==> src/pss_pkg.sv <==
// Package for the power source selector logic: constants and carrier types
package pss_pkg;
  // Dead time between switches, in ns, and its cycle count at 100 MHz
  localparam int DEAD_TIME_NS = 150;
  localparam int CLK_PERIOD_NS = 10;
  localparam int DEAD_CYCLES = (DEAD_TIME_NS + CLK_PERIOD_NS - 1) / CLK_PERIOD_NS;
  localparam logic [4:0] DEAD_CNT_INIT = 5'(DEAD_CYCLES);
  // Reset values
  localparam logic SYNC_RST = 1'b0;
  localparam logic GATE_OFF_RST = 1'b1;
  localparam logic [3:0] INT_RST = 4'h0;
  // Register offsets
  localparam logic [3:0] OFF_STATUS = 4'h0;
  localparam logic [3:0] OFF_CLEAR = 4'h4;
  localparam logic [3:0] OFF_ENABLE = 4'h8;
  localparam logic [3:0] OFF_STATE = 4'hC;
  // Interrupt bit positions
  localparam int IRQ_DEPLETED = 0;
  localparam int IRQ_DEEP = 1;
  localparam int IRQ_ADP_LOST = 2;
  localparam int IRQ_SWITCHED = 3;

  // Selected source
  typedef enum logic [1:0] {
    PSS_SRC_BATTERY,
    PSS_SRC_DEAD_TO_ADP,
    PSS_SRC_DEAD_TO_BAT,
    PSS_SRC_ADAPTER
  } pss_src_e;

  // Synchronised comparator and request inputs
  typedef struct packed {
    logic adapter_ok;
    logic below_depletion;
    logic below_deep;
    logic select_req;
  } pss_sense_s;

  // Gate commands, high means switch off (P-channel)
  typedef struct packed {
    logic adapter_gate_cmd;
    logic battery_gate_cmd;
  } pss_gate_s;
endpackage

==> src/pss_selector.sv <==
// Power source selector with depletion flag, dead time and interrupt registers
//
// Implementation choices: the address map and the address-and-strobe port.
`timescale 1ns/1ps
`default_nettype none
// Overview of the selector, for whoever picks this block up next.
// Three comparator results and the host request arrive as plain levels from
// outside the clock domain. Each passes two flops before any decision reads
// it, so a level that changes near an edge cannot split the decision logic.
// The variant strap is handled the same way, even though it is meant to be
// static, because a board can still tie it to a slow-moving signal.
// The source wish is a pure function of the synchronised levels:
//   adapter wanted = adapter present and (host request or revert on deep).
// Loss of the adapter always wins, whatever the host asks for.
// Depletion alone never moves power in either variant; only deep discharge
// in the revert variant, or the host itself, can do that.
// The sequencer has two settled states and two dead states. Entering a dead
// state turns both switches off at once; only when the dead counter has run
// down does the new switch turn on. A reversal during a dead state goes to
// the other dead state and restarts the count, so the dead time is always
// served in full before any switch closes again.
// Gate commands are active high off, matching P-channel switches: a high
// command means the switch is open. After reset both commands are high and
// the sequencer parks on battery through a full dead time, which costs a
// little start-up time but never closes both switches together.
// Charging is suspended unless the adapter is the settled source; the dead
// states count as battery for this purpose, trading a few cycles of lost
// charge for never charging while the source is uncertain.
// The battery-low flag and the presence report are registered copies of
// the synchronised levels, three edges behind the pins.
// Four sticky status bits record depletion rise, deep rise, adapter loss
// and completion of a switch. A write of ones to the clear offset clears
// them, but an event in that same cycle is kept, so no event is lost.
// The enable register masks which status bits drive the level interrupt.
// Reads answer in the cycle after the strobe and return zero otherwise,
// which lets a simple host OR several slaves' read data together.
// Limitation: the dead time is a fixed count of clock cycles, not a
// measurement of the gate voltages; a slow gate needs a longer count.
module pss_selector (
  input wire logic core_clk,
  input wire logic rst,
  input wire logic revert_variant,
  input wire logic adapter_detect_in,
  input wire logic depletion_threshold_input,
  input wire logic deep_discharge_in,
  input wire logic source_select_request,
  output logic battery_low_flag,
  output logic adapter_present_out,
  output logic adapter_gate_cmd,
  output logic battery_gate_cmd,
  output logic charge_suspend,
  output logic irq,
  input wire logic [3:0] reg_addr,
  input wire logic [31:0] reg_wdata,
  input wire logic reg_wr,
  input wire logic reg_rd,
  output logic [31:0] reg_rdata
);
  pss_pkg::pss_sense_s meta_r;
  pss_pkg::pss_sense_s sense_r;
  pss_pkg::pss_sense_s sense_prev_r;
  pss_pkg::pss_src_e src_r;
  pss_pkg::pss_src_e src_nxt;
  pss_pkg::pss_gate_s gate_r;
  pss_pkg::pss_gate_s gate_nxt;
  logic [4:0] dead_cnt_r;
  logic want_adapter;
  logic revert_meta_r;
  logic revert_r;
  logic [3:0] status_r;
  logic [3:0] enable_r;
  logic [3:0] events;
  logic [31:0] rdata_r;

  // Rising edge of a synchronised level, used by several event bits
  function automatic logic rise(input logic cur, input logic prev);
    rise = cur & ~prev;
  endfunction

  // Two-stage synchroniser; only stage two is read by logic
  always_ff @(posedge core_clk) begin
    if (rst) begin
      meta_r <= '0;
      sense_r <= '0;
    end else begin
      meta_r <= '{adapter_ok: adapter_detect_in, below_depletion: depletion_threshold_input,
                  below_deep: deep_discharge_in, select_req: source_select_request};
      sense_r <= meta_r;
    end
  end

  // Variant strap through two flops like any other pin
  always_ff @(posedge core_clk) begin
    if (rst) begin
      revert_meta_r <= 1'b0;
      revert_r <= 1'b0;
    end else begin
      revert_meta_r <= revert_variant;
      revert_r <= revert_meta_r;
    end
  end

  // Previous sensed values for event edges
  always_ff @(posedge core_clk) begin
    if (rst) begin
      sense_prev_r <= '0;
    end else begin
      sense_prev_r <= sense_r;
    end
  end

  // Source wish: request and presence, plus deep-discharge override in revert variant
  always_comb begin
    want_adapter = sense_r.adapter_ok & sense_r.select_req;
    if (revert_r && sense_r.below_deep && sense_r.adapter_ok) begin
      want_adapter = 1'b1;
    end
    // Hold variant: depletion alone never forces a change
    if (!sense_r.adapter_ok) begin
      want_adapter = 1'b0;
    end
  end

  // Selection sequencer with dead time; both gates high while switching
  always_comb begin
    src_nxt = src_r;
    gate_nxt = gate_r;
    unique case (src_r)
      // Settled on battery: adapter off, battery on
      pss_pkg::PSS_SRC_BATTERY: begin
        gate_nxt = '{adapter_gate_cmd: 1'b1, battery_gate_cmd: 1'b0};
        if (want_adapter) begin
          src_nxt = pss_pkg::PSS_SRC_DEAD_TO_ADP;
          gate_nxt = '{adapter_gate_cmd: 1'b1, battery_gate_cmd: 1'b1};
        end
      end
      // Both off, counting down before the adapter closes
      pss_pkg::PSS_SRC_DEAD_TO_ADP: begin
        gate_nxt = '{adapter_gate_cmd: 1'b1, battery_gate_cmd: 1'b1};
        if (!want_adapter) begin
          src_nxt = pss_pkg::PSS_SRC_DEAD_TO_BAT;
        end else if (dead_cnt_r == 5'h00) begin
          src_nxt = pss_pkg::PSS_SRC_ADAPTER;
          gate_nxt = '{adapter_gate_cmd: 1'b0, battery_gate_cmd: 1'b1};
        end
      end
      // Both off, counting down before the battery closes
      pss_pkg::PSS_SRC_DEAD_TO_BAT: begin
        gate_nxt = '{adapter_gate_cmd: 1'b1, battery_gate_cmd: 1'b1};
        if (want_adapter) begin
          src_nxt = pss_pkg::PSS_SRC_DEAD_TO_ADP;
        end else if (dead_cnt_r == 5'h00) begin
          src_nxt = pss_pkg::PSS_SRC_BATTERY;
          gate_nxt = '{adapter_gate_cmd: 1'b1, battery_gate_cmd: 1'b0};
        end
      end
      // Settled on adapter: battery off, adapter on
      pss_pkg::PSS_SRC_ADAPTER: begin
        gate_nxt = '{adapter_gate_cmd: 1'b0, battery_gate_cmd: 1'b1};
        if (!want_adapter) begin
          src_nxt = pss_pkg::PSS_SRC_DEAD_TO_BAT;
          gate_nxt = '{adapter_gate_cmd: 1'b1, battery_gate_cmd: 1'b1};
        end
      end
    endcase
  end

  // Source state and gate registers; reset parks on battery via dead time
  always_ff @(posedge core_clk) begin
    if (rst) begin
      src_r <= pss_pkg::PSS_SRC_DEAD_TO_BAT;
      gate_r <= '{adapter_gate_cmd: pss_pkg::GATE_OFF_RST, battery_gate_cmd: pss_pkg::GATE_OFF_RST};
    end else begin
      src_r <= src_nxt;
      gate_r <= gate_nxt;
    end
  end

  // Dead-time counter, reloaded on entry to a dead state
  always_ff @(posedge core_clk) begin
    if (rst) begin
      dead_cnt_r <= pss_pkg::DEAD_CNT_INIT;
    end else if (src_nxt != src_r) begin
      dead_cnt_r <= pss_pkg::DEAD_CNT_INIT;
    end else if (dead_cnt_r != 5'h00) begin
      dead_cnt_r <= dead_cnt_r - 5'h01;
    end
  end

  // Status outputs from flip-flops
  always_ff @(posedge core_clk) begin
    if (rst) begin
      battery_low_flag <= 1'b0;
      adapter_present_out <= 1'b0;
      charge_suspend <= 1'b1;
    end else begin
      battery_low_flag <= sense_r.below_depletion;
      adapter_present_out <= sense_r.adapter_ok;
      charge_suspend <= (src_nxt != pss_pkg::PSS_SRC_ADAPTER);
    end
  end

  assign adapter_gate_cmd = gate_r.adapter_gate_cmd;
  assign battery_gate_cmd = gate_r.battery_gate_cmd;

  // Events: rising depletion, rising deep, adapter loss, entry to a settled source
  assign events[pss_pkg::IRQ_DEPLETED] = rise(sense_r.below_depletion, sense_prev_r.below_depletion);
  assign events[pss_pkg::IRQ_DEEP] = rise(sense_r.below_deep, sense_prev_r.below_deep);
  // Loss is a rise of the inverted presence level
  assign events[pss_pkg::IRQ_ADP_LOST] = rise(~sense_r.adapter_ok, ~sense_prev_r.adapter_ok);
  assign events[pss_pkg::IRQ_SWITCHED] = (src_nxt != src_r) &&
      (src_nxt == pss_pkg::PSS_SRC_ADAPTER || src_nxt == pss_pkg::PSS_SRC_BATTERY);

  // Sticky status; a new event wins over a clear in the same cycle
  always_ff @(posedge core_clk) begin
    if (rst) begin
      status_r <= pss_pkg::INT_RST;
    end else if (reg_wr && reg_addr == pss_pkg::OFF_CLEAR) begin
      status_r <= (status_r & ~reg_wdata[3:0]) | events;
    end else begin
      status_r <= status_r | events;
    end
  end

  // Interrupt enable register
  always_ff @(posedge core_clk) begin
    if (rst) begin
      enable_r <= pss_pkg::INT_RST;
    end else if (reg_wr && reg_addr == pss_pkg::OFF_ENABLE) begin
      enable_r <= reg_wdata[3:0];
    end
  end

  assign irq = |(status_r & enable_r);

  // Read data one cycle after the strobe, zero otherwise and for unmapped
  always_ff @(posedge core_clk) begin
    if (rst) begin
      rdata_r <= 32'h0000_0000;
    end else if (reg_rd) begin
      unique case (reg_addr)
        pss_pkg::OFF_STATUS: rdata_r <= {28'h000_0000, status_r};
        pss_pkg::OFF_ENABLE: rdata_r <= {28'h000_0000, enable_r};
        pss_pkg::OFF_STATE: rdata_r <= {24'h00_0000, sense_r, revert_r, charge_suspend, src_r};
        default: rdata_r <= 32'h0000_0000;
      endcase
    end else begin
      rdata_r <= 32'h0000_0000;
    end
  end

  assign reg_rdata = rdata_r;
endmodule
`default_nettype wire

==> config.mk <==
export PLATFORM = sky130hd
export DESIGN_NAME = pss_selector
export DESIGN_NICKNAME = d
export VERILOG_FILES = /design/src/pss_pkg.sv /design/src/pss_selector.sv
export SDC_FILE = /design/constraint.sdc
export NUM_CORES = 1
export LEC_CHECK = 0
export ABC_AREA = 1
export BUFFER_PORTS_ARGS = -buffer_cell sky130_fd_sc_hd__clkbuf_2
export CAP_MARGIN = 30
export CORE_MARGIN = 3
export CORE_UTILIZATION = 41
export CTS_CLUSTER_DIAMETER = 40
export CTS_CLUSTER_SIZE = 12
export DETAILED_ROUTE_END_ITERATION = 12
export PLACE_DENSITY_LB_ADDON = 0.3
export SLEW_MARGIN = 20
export SYNTH_ARGS = -nofsm -noshare
export SYNTH_HDL_FRONTEND = slang
export SYNTH_SLANG_ARGS = --single-unit
==> constraint.sdc <==
create_clock -name core_clk -period 1.53 [get_ports core_clk]
set_clock_uncertainty 0.05 [all_clocks]
set_input_delay 0 -clock core_clk [delete_from_list [all_inputs] [get_ports core_clk]]
set_output_delay 0 -clock core_clk [all_outputs]
set_load 0.02 [all_outputs]
==> results of run 1 <==
## cell type report
| cell class | instances | area, µm² |
|---|---|---|
| sequential | 39 | 783 |
| inverter | 38 | 145 |
| multi-input combinational | 143 | 702 |
| fill | 371 | 1660 |
| clock inverter | 3 | 20.0 |
| timing repair buffer | 57 | 385 |
| clock buffer | 5 | 68.8 |
| tap | 48 | 60.1 |
## repair_timing
| item | in CTS | in global routing |
|---|---|---|
| resized for setup | 1 | 1 |
| pin swaps | 3 | 2 |
| setup endpoints to repair | 1 | 2 |
| setup buffers | 1 | 2 |
| hold endpoints to repair | 10 | 0 |
| hold buffers | 13 | 0 |
## worst paths after layout
path / to / cells after the start
min: reg_rdata[5] / 3
max: status_r[3] / 11
max reg2reg: status_r[3] / 11
min reg2reg: sense_r[3] / 2
## per-layer routing
layer  vias up  track usage  part of all wire
li1        767            -                 -
met5         -            0                 0
met4         0       0.0830             0.027
met3        10       0.0432             0.069
met1       625        0.175              0.45
met2        45        0.209              0.45
## registers in the layout, indices dropped and copies added, names as in the netlist
signal / count
adapter_gate_cmd: 1
reg_rdata: 8
revert_r: 1
meta_r: 4
charge_suspend: 1
sense_r: 4
src_r: 2
dead_cnt_r: 5
adapter_present_out: 1
enable_r: 4
status_r: 4
sense_prev_r: 1
battery_gate_cmd: 1
battery_low_flag: 1
revert_meta_r: 1
## layout by cell type, fill, tap and decap left out
cell	count
a21oi_1	7
inv_2	2
clkinvlp_4	2
inv_4	1
ha_1	2
nor2_2	2
ha_4	1
dfxtp_1	37
o22ai_1	2
clkbuf_8	5
buf_4	14
nand3_1	18
dfxtp_2	2
nand3_2	2
nor2_4	3
conb_1	24
o21ai_0	6
or2_1	1
clkbuf_2	30
inv_1	35
nor2_1	18
o211ai_1	1
dlygate4sd3_1	13
o2111ai_1	1
o31ai_1	1
nor3_1	4
clkinv_2	1
nand2_1	41
nand2_2	5
nand4_1	4
## per-stage QoR
stage / TNS (ns) / worst slack (ns)
3_3_place_gp: -0.00585 / -0.00585
2_1_floorplan: 0 / 0.00546
5_1_grt: -0.157 / -0.144
3_5_place_dp: -0.0487 / -0.0487
6_report: -0.0135 / -0.0135
4_1_cts: -0.0217 / -0.0217
## where the power goes
part / switching (mW) / leakage [nW] / total (mW) / internal (mW)
clock: 0.373 / 0.0402 / 0.690 / 0.317
combinational: 0.141 / 0.704 / 0.223 / 0.0821
sequential: 0.0170 / 0.318 / 1.06 / 1.04
total: 0.531 / 1.06 / 1.97 / 1.44
## worst max-delay path: cells and delay by family, from the launching register on
family                   cells  cell delay (ns)
AND/OR/NAND/NOR              4             0.32
flip-flops                   1             0.33
AO/OA/AOI/OAI                2             0.23
adder cells (fa/ha/maj)      2             0.41
buffers and inverters        3             0.16
## kinds of logic (layout without fill, tap and decap cells)
family | Yosys count | in the layout | synth area share
buffers and inverters | 64 | 103 | 0.194
other | 1 | 24 | 0.00220
AO/OA/AOI/OAI | 18 | 18 | 0.0594
AND/OR/NAND/NOR | 98 | 98 | 0.264
flip-flops | 39 | 39 | 0.458
adder cells (fa/ha/maj) | 3 | 3 | 0.0220
==> impl_metrics.ini, run 1 <==
[timing]
slew_violations = 0
setup_slack_ns = -0.0135
min_period_over_period = 1.01
fmax_mhz = 648
timing.final.crit_period_ns = 1.54
hold_viol_final = 0
finalSetupViolCount = 1
whs_ns = 0.0203
grt_setup_unrepaired = true

[synthesis]
synthFlopType = dfxtp_1
seq_area_frac_synth = 0.458
synth_area_mm2 = 0.00171
yosysWarningCount = 0
syn_area_per_cell_um2 = 7.65
yosys-top-cells-count = nand2_1 (41), dfxtp_1 (39), inv_1 (38), buf_4 (24), nand3_1 (19)
synth_cells = 223
yosys.cell_count.top_type = nand2_1
synth_edf_count = 0
synth_cell_types = 23
yosysTopAreaCell = dfxtp_1
synthArstFlopShare = 0
synth_area_leaders = dfxtp_1 (46%), buf_4 (11%), nand2_1 (9.0%)
synth_top_area_share = 0.458
ys_seq_elements = 39

[finish]
diodes = 0
layoutNonFillerInstCount = 333
drive_gt1_frac = 0.246
syn_to_final_growth_pct = 26.9
fin_nets = 332
stdcell_area_mm2 = 0.00216
finish.utilization = 0.566

[global_routing]
grt_start_max_net_pins = 23
grt_antenna_before_repair = 0
grt_pass1_wl_um = 5420
grt-ovfl-total = 0
grt_pass1_vias = 1252
gr-usage-all-layers = 0.140

[worst_setup_path]
critPathMaxFanout = 3
timing.rr.start = dead_cnt_r[1]
critPathLaunch = dead_cnt_r[1]
crit_slowest_cell = dfxtp_2
critPathArrivalTime_ns = 1.73
rrSetupSlack_ns = -0.01
end_kind = register
cp.required_ns = 1.71
max_stage_delay_ns = 0.33
path_cells = inv_2 > ha_4 > inv_4 > nor2_4 > nand2_2 > o211ai_1 > nand2_1 > ha_1 > inv_1 > nand3_1 > a21oi_1
worstSetupPathType = reg2reg
critical_path.startpoint_type = register

[drt]
wirelength_um = 3370
drt_first_iter_violations = 43
drc_errors = 0
viasPerCell = 4.35
via_count = 1447
avgRoutedWirePerCell_um = 10.1
dr.pass1.iters = 4
ant_nets = 0

[run_status]
status = complete, but fails checks
violations = setup timing

[worst_hold_path]
hp-class = in2reg
min_from = reg_rd

[place]
placed_area_mm2 = 0.00192
io_buffers = 30
gp_congestion = 0.817
dp.cells = 309
dp_hpwl_um = 2400

[clocking]
path_clk_slew_ns = 0.08
cts-root-buf = clkbuf_8
clock_sinks = 39
numCtsBuffers = 5
clk_latency_ns = 0.30
cts_max_path_buffers = 2
cts_tree = done
htreeDepth = 2

[floorplan]
rows = 22
die_w_um = 70.5
core_area_mm2 = 0.00383
die-height_um = 70.5
start_util = 0.446
dieArea_mm2 = 0.00497
ios = 83

[power]
p_leak_nw = 1.06
power_mw = 1.97
vdd_drop_max_mv = 0.691
power_density_mw_per_mm2 = 912

[job]
drv_cap = 0
Note: power is estimated with default switching activity, not from simulation.
==> run 2, diff against run 1 <==
--- a/config.mk
+++ b/config.mk
@@ -8,6 +8,7 @@
 export ABC_AREA = 1
 export BUFFER_PORTS_ARGS = -buffer_cell sky130_fd_sc_hd__clkbuf_2
 export CAP_MARGIN = 30
+export CORE_ASPECT_RATIO = 0.8
 export CORE_MARGIN = 3
 export CORE_UTILIZATION = 41
 export CTS_CLUSTER_DIAMETER = 40
==> run 2 against run 1 <==
Against the previous run:
- the flow still finishes with violations (setup timing)
- power hardly changed
- sequential share of layout area is 0.083 points lower
- flip-flop and latch count stayed put
- sequential power hardly changed
- critical path depth stayed put
- final area is 0.23% higher
- die area hardly changed
- count of clock-buffer cells in the layout stayed put
- global-route usage is 0.81 points higher
- maximum frequency is 3.6% lower
- clock power hardly changed
- first-iteration DRC count is 130% higher
- largest power group unchanged
==> impl_metrics.ini, run 2 (synthesized netlist as in run 1, its figures left out) <==
[clocking]
clock_sinks = 39
cts_max_path_buffers = 2
clk_latency_ns = 0.29
path_clk_slew_ns = 0.08
cts_tree = done
numCtsBuffers = 5
htreeDepth = 2
cts-root-buf = clkbuf_8

[power]
pwr-share-comb = 0.113
p_int_mw = 1.44
p_clk_frac = 0.349
vdd_drop_max_mv = 0.623
power_density_mw_per_mm2 = 910
switching_share = 0.269
p_sw_mw = 0.531
p_leak_nw = 1.05
p_seq_frac = 0.538

[timing]
finalSetupViolCount = 1
fmax_mhz = 625
setup_tns_ns = -0.0710
hold_viol_final = 0
timing.final.crit_period_ns = 1.60
setup_slack_ns = -0.0710
slew_violations = 0
min_period_over_period = 1.05
grt_setup_unrepaired = true

[drt]
via_count = 1446
drc_errors = 0
dr.pass1.iters = 5
drt_first_iter_violations = 97
ant_nets = 0
viasPerCell = 4.28
avgRoutedWirePerCell_um = 10.2
wirelength_um = 3450

[worst_setup_path]
critical_path.startpoint_type = register
rrSetupSlack_ns = -0.07
worstSetupPathType = reg2reg
r2r_end = status_r[3]
crit_family = adder cells
critPathArrivalTime_ns = 1.78
crit_top_cell = inv_2
path_cells = inv_2 > ha_4 > inv_2 > nor2_4 > nand2_2 > o211ai_1 > nand2_1 > ha_1 > inv_2 > nand3_2 > a21oi_2
critPathBufInv = 3
critPathLaunch = dead_cnt_r[1]
critPathMaxFanout = 3
cp.required_ns = 1.71
timing.rr.start = dead_cnt_r[1]
crit_slowest_cell = dfxtp_2
max_stage_delay_ns = 0.33
end_kind = register
rr_worst_depth = 11

[floorplan]
die-height_um = 63.7
rows = 20
dieArea_mm2 = 0.00497
start_util = 0.437
core_area_mm2 = 0.00390
die_w_um = 78.1
ios = 83

[place]
dp_hpwl_um = 2470
gp_congestion = 0.867
io_buffers = 30
pre_cts_ws_ns = -0.0278

[job]
drv_cap = 0

[global_routing]
grt_start_max_net_pins = 23
grt_pass1_vias = 1268
grt-ovfl-total = 0
grt_antenna_before_repair = 0
grt_pass1_wl_um = 5640
gr-usage-all-layers = 0.148

[finish]
mostFrequentLayoutCell = nand2_1
diodes = 0
fin_nets = 330
drive_gt1_frac = 0.251
layout_common_cells = nand2_1 (40), dfxtp_1 (37), inv_1 (34)
largest_reg_flops = 8
syn_to_final_growth_pct = 27.2

[worst_hold_path]
whs_endpoint = reg_rdata[4]
min_from = reg_rd
whs_path_depth = 3
hp-class = in2reg

[run_status]
status = complete, but fails checks
violations = setup timing
## run 2: cell type report
cell class	count	area, µm²
well taps	55	68.8
clock buffers	5	68.8
flip-flops and latches	39	783
inverters	38	143
repair buffers	55	373
multi-input cells	143	713
fillers	365	1730
clock inverters	3	20.0
## run 2: worst min-delay path: stages
cell and delay, ns:
clkbuf_2 0.08, nand2_1 0.18, nor3_1 0.08
## run 2: per-stage QoR
stage                     area, µm²  instances  utilization  total power [mW]  hold slack, ns
final                          2170        338        0.556              1.97          0.0434
after global routing           2170        338        0.556              2.08          0.0628
after CTS                      2140        336        0.548              1.99          0.0483
after detailed placement       1910        314        0.489              1.28           0.150
after global placement         1910        314        0.489              1.28           0.146
after floorplan                1810        246            -              1.26          0.0334
## run 2: worst max-delay path by stage
stage / endpoint / slack, ns / depth (start not counted)
3_3_place_gp: status_r[3] / -0.01 / 11
2_1_floorplan: status_r[3] / 0.005 / 11
6_report: status_r[3] / -0.07 / 11
3_5_place_dp: status_r[3] / -0.03 / 11
4_1_cts: status_r[3] / -0.03 / 11
5_1_grt: status_r[3] / -0.18 / 11
## run 2: timing repair
action | in CTS | in global routing
hold buffers | 14 | 0
setup buffers | 0 | 2
endpoints found under the setup margin | 1 | 2
hold endpoints to repair | 10 | 0
resized for setup | 0 | 5
pin swaps | 2 | 5
## run 2: metal layers
metal	track usage	wire length, µm	vias up
met1	0.195	1630	633
met4	0.0721	58	0
li1	-	-	765
met3	0.0471	193	6
met5	0	0	-
met2	0.218	1570	42
## run 2: power groups by stage
stage / Sequential, mW / Combinational (mW) / Clock [mW]
after floorplan: 1.09 / 0.176 / 0
after global placement: 1.08 / 0.194 / 0
after detailed placement: 1.09 / 0.196 / 0
after CTS: 1.06 / 0.219 / 0.710
after global routing: 1.07 / 0.249 / 0.762
final: 1.06 / 0.223 / 0.689
==> run 3, diff against run 2 <==
--- a/config.mk
+++ b/config.mk
@@ -8,7 +8,7 @@
 export ABC_AREA = 1
 export BUFFER_PORTS_ARGS = -buffer_cell sky130_fd_sc_hd__clkbuf_2
 export CAP_MARGIN = 30
-export CORE_ASPECT_RATIO = 0.8
+export CORE_ASPECT_RATIO = 0.75
 export CORE_MARGIN = 3
 export CORE_UTILIZATION = 41
 export CTS_CLUSTER_DIAMETER = 40
==> run 3 against run 2 <==
Against the previous run:
- the run ends with hold timing, setup timing left
- wire length decreased by 1.2%
- count of clock-buffer cells in the layout did not move
- die area barely moved
- critical path depth did not move
- core utilization is 1.2 points higher
- sequential power hardly changed
- worst hold slack lost 0.045 ns
- non-clock buffer count grew 1
- power increased by 0.55%
==> impl_metrics.ini, run 3 (synthesized netlist as in run 1, its figures left out) <==
[run_status]
status = complete, but fails checks
violations = hold timing, setup timing

[timing]
slew_violations = 0
min_period_over_period = 1.03
setup_slack_ns = -0.0414
fmax_mhz = 636
finalSetupViolCount = 1
timing.final.crit_period_ns = 1.57
hold_viol_final = 1
setup_tns_ns = -0.0414
whs_ns = -0.00131
grt_setup_unrepaired = true

[finish]
largest_reg_flops = 8
fin_nets = 331
syn_to_final_growth_pct = 27.4
layoutNonFillerInstCount = 336
fillCellCount = 359
layout_common_cells = nand2_1 (39), dfxtp_1 (37), inv_1 (34)
mostFrequentLayoutCell = nand2_1
finish.utilization = 0.568
drive_gt1_frac = 0.261
diodes = 0

[worst_hold_path]
hp-class = in2reg
whs_path_depth = 3

[drt]
ant_nets = 0
drt_first_iter_violations = 73
viasPerCell = 4.29
drc_errors = 0
wirelength_um = 3410
dr.pass1.iters = 5
avgRoutedWirePerCell_um = 10.2
via_count = 1440

[clocking]
cts_tree = done
htreeDepth = 2
cts-root-buf = clkbuf_8
cts_max_path_buffers = 2
clk_latency_ns = 0.30
numCtsBuffers = 5
clock_sinks = 39
path_clk_slew_ns = 0.08

[job]
drv_cap = 0

[floorplan]
start_util = 0.446
die-height_um = 61.9
core_area_mm2 = 0.00383
dieArea_mm2 = 0.00498
ios = 83
die_w_um = 80.5
rows = 19

[place]
dp_hpwl_um = 2420
io_buffers = 30
gp_congestion = 0.851
dp.cells = 313

[worst_setup_path]
critPathArrivalTime_ns = 1.76
crit_top_cell = inv_2
critical_path.startpoint_type = register
max_stage_delay_ns = 0.33
cp.required_ns = 1.72
crit_slowest_cell = dfxtp_2
rr_worst_depth = 11
path_cells = inv_2 > ha_4 > inv_2 > nor2_4 > nand2_2 > o211ai_1 > nand2_1 > ha_1 > inv_1 > nand3_1 > a21oi_2
critPathMaxFanout = 3
worstSetupPathType = reg2reg
end_kind = register

[global_routing]
grt_pass1_vias = 1268
grt_start_max_net_pins = 23
grt-ovfl-total = 0
gr-usage-all-layers = 0.151
grt_pass1_wl_um = 5510
grt_antenna_before_repair = 0

[power]
power_density_mw_per_mm2 = 913
p_leak_nw = 1.05
vdd_drop_max_mv = 0.550
-- run 3: critical path: cells and delay by family, from the launching register on --
family	cells	cell delay (ns)
adders and majority gates	2	0.39
and+or+nand+nor	4	0.35
DFF	1	0.33
AOI/OAI and AO/OA	2	0.23
buffers and inverters	3	0.16
-- run 3: worst paths after layout --
path | from | end | slack, ns
worst min-delay path | rst | charge_suspend | -0.001
worst max register to register | dead_cnt_r[1] | status_r[3] | -0.04
worst min register to register | meta_r[1] | sense_r[1] | 0.36
worst max-delay path | dead_cnt_r[1] | status_r[3] | -0.04
-- run 3: through the flow --
step / area, µm² / power [mW] / setup WS (ns) / hold WS (ns)
6_report: 2170 / 1.98 / -0.0414 / -0.00131
5_1_grt: 2170 / 2.07 / -0.188 / 0.0340
2_1_floorplan: 1810 / 1.26 / 0.00546 / 0.0334
3_3_place_gp: 1920 / 1.28 / -0.0102 / 0.144
3_5_place_dp: 1920 / 1.28 / -0.0451 / 0.149
4_1_cts: 2160 / 2.00 / -0.0308 / 0.00708
-- run 3: cell type report --
class	count	area, µm²	area share
clock buffers	5	68.8	0.0317
inverters	38	143	0.0656
flip-flops and latches	39	783	0.360
clock inverters	3	20.0	0.00921
repair buffers	56	378	0.174
well taps	52	65.1	0.0299
multi-input cells	143	716	0.329
-- run 3: power by group --
group | internal (mW) | total (mW) | switching [mW]
clock network | 0.317 | 0.698 | 0.381
registers | 1.04 | 1.06 | 0.0178
logic | 0.0831 | 0.224 | 0.141
-- run 3: repair_timing --
item / 4_1_cts / 5_1_grt
pin swaps: 3 / 2
resized for setup: 2 / 4
hold endpoints to repair: 9 / 0
hold buffers: 13 / 0
setup endpoints to repair: 1 / 2
setup buffers: 2 / 0
-- run 3: metal layers --
metal	wire [µm]	up-vias	global-route usage
li1	-	766	-
met1	1630	620	0.193
met2	1470	46	0.230
met3	243	8	0.0476
met4	69	0	0.0867
met5	0	-	0
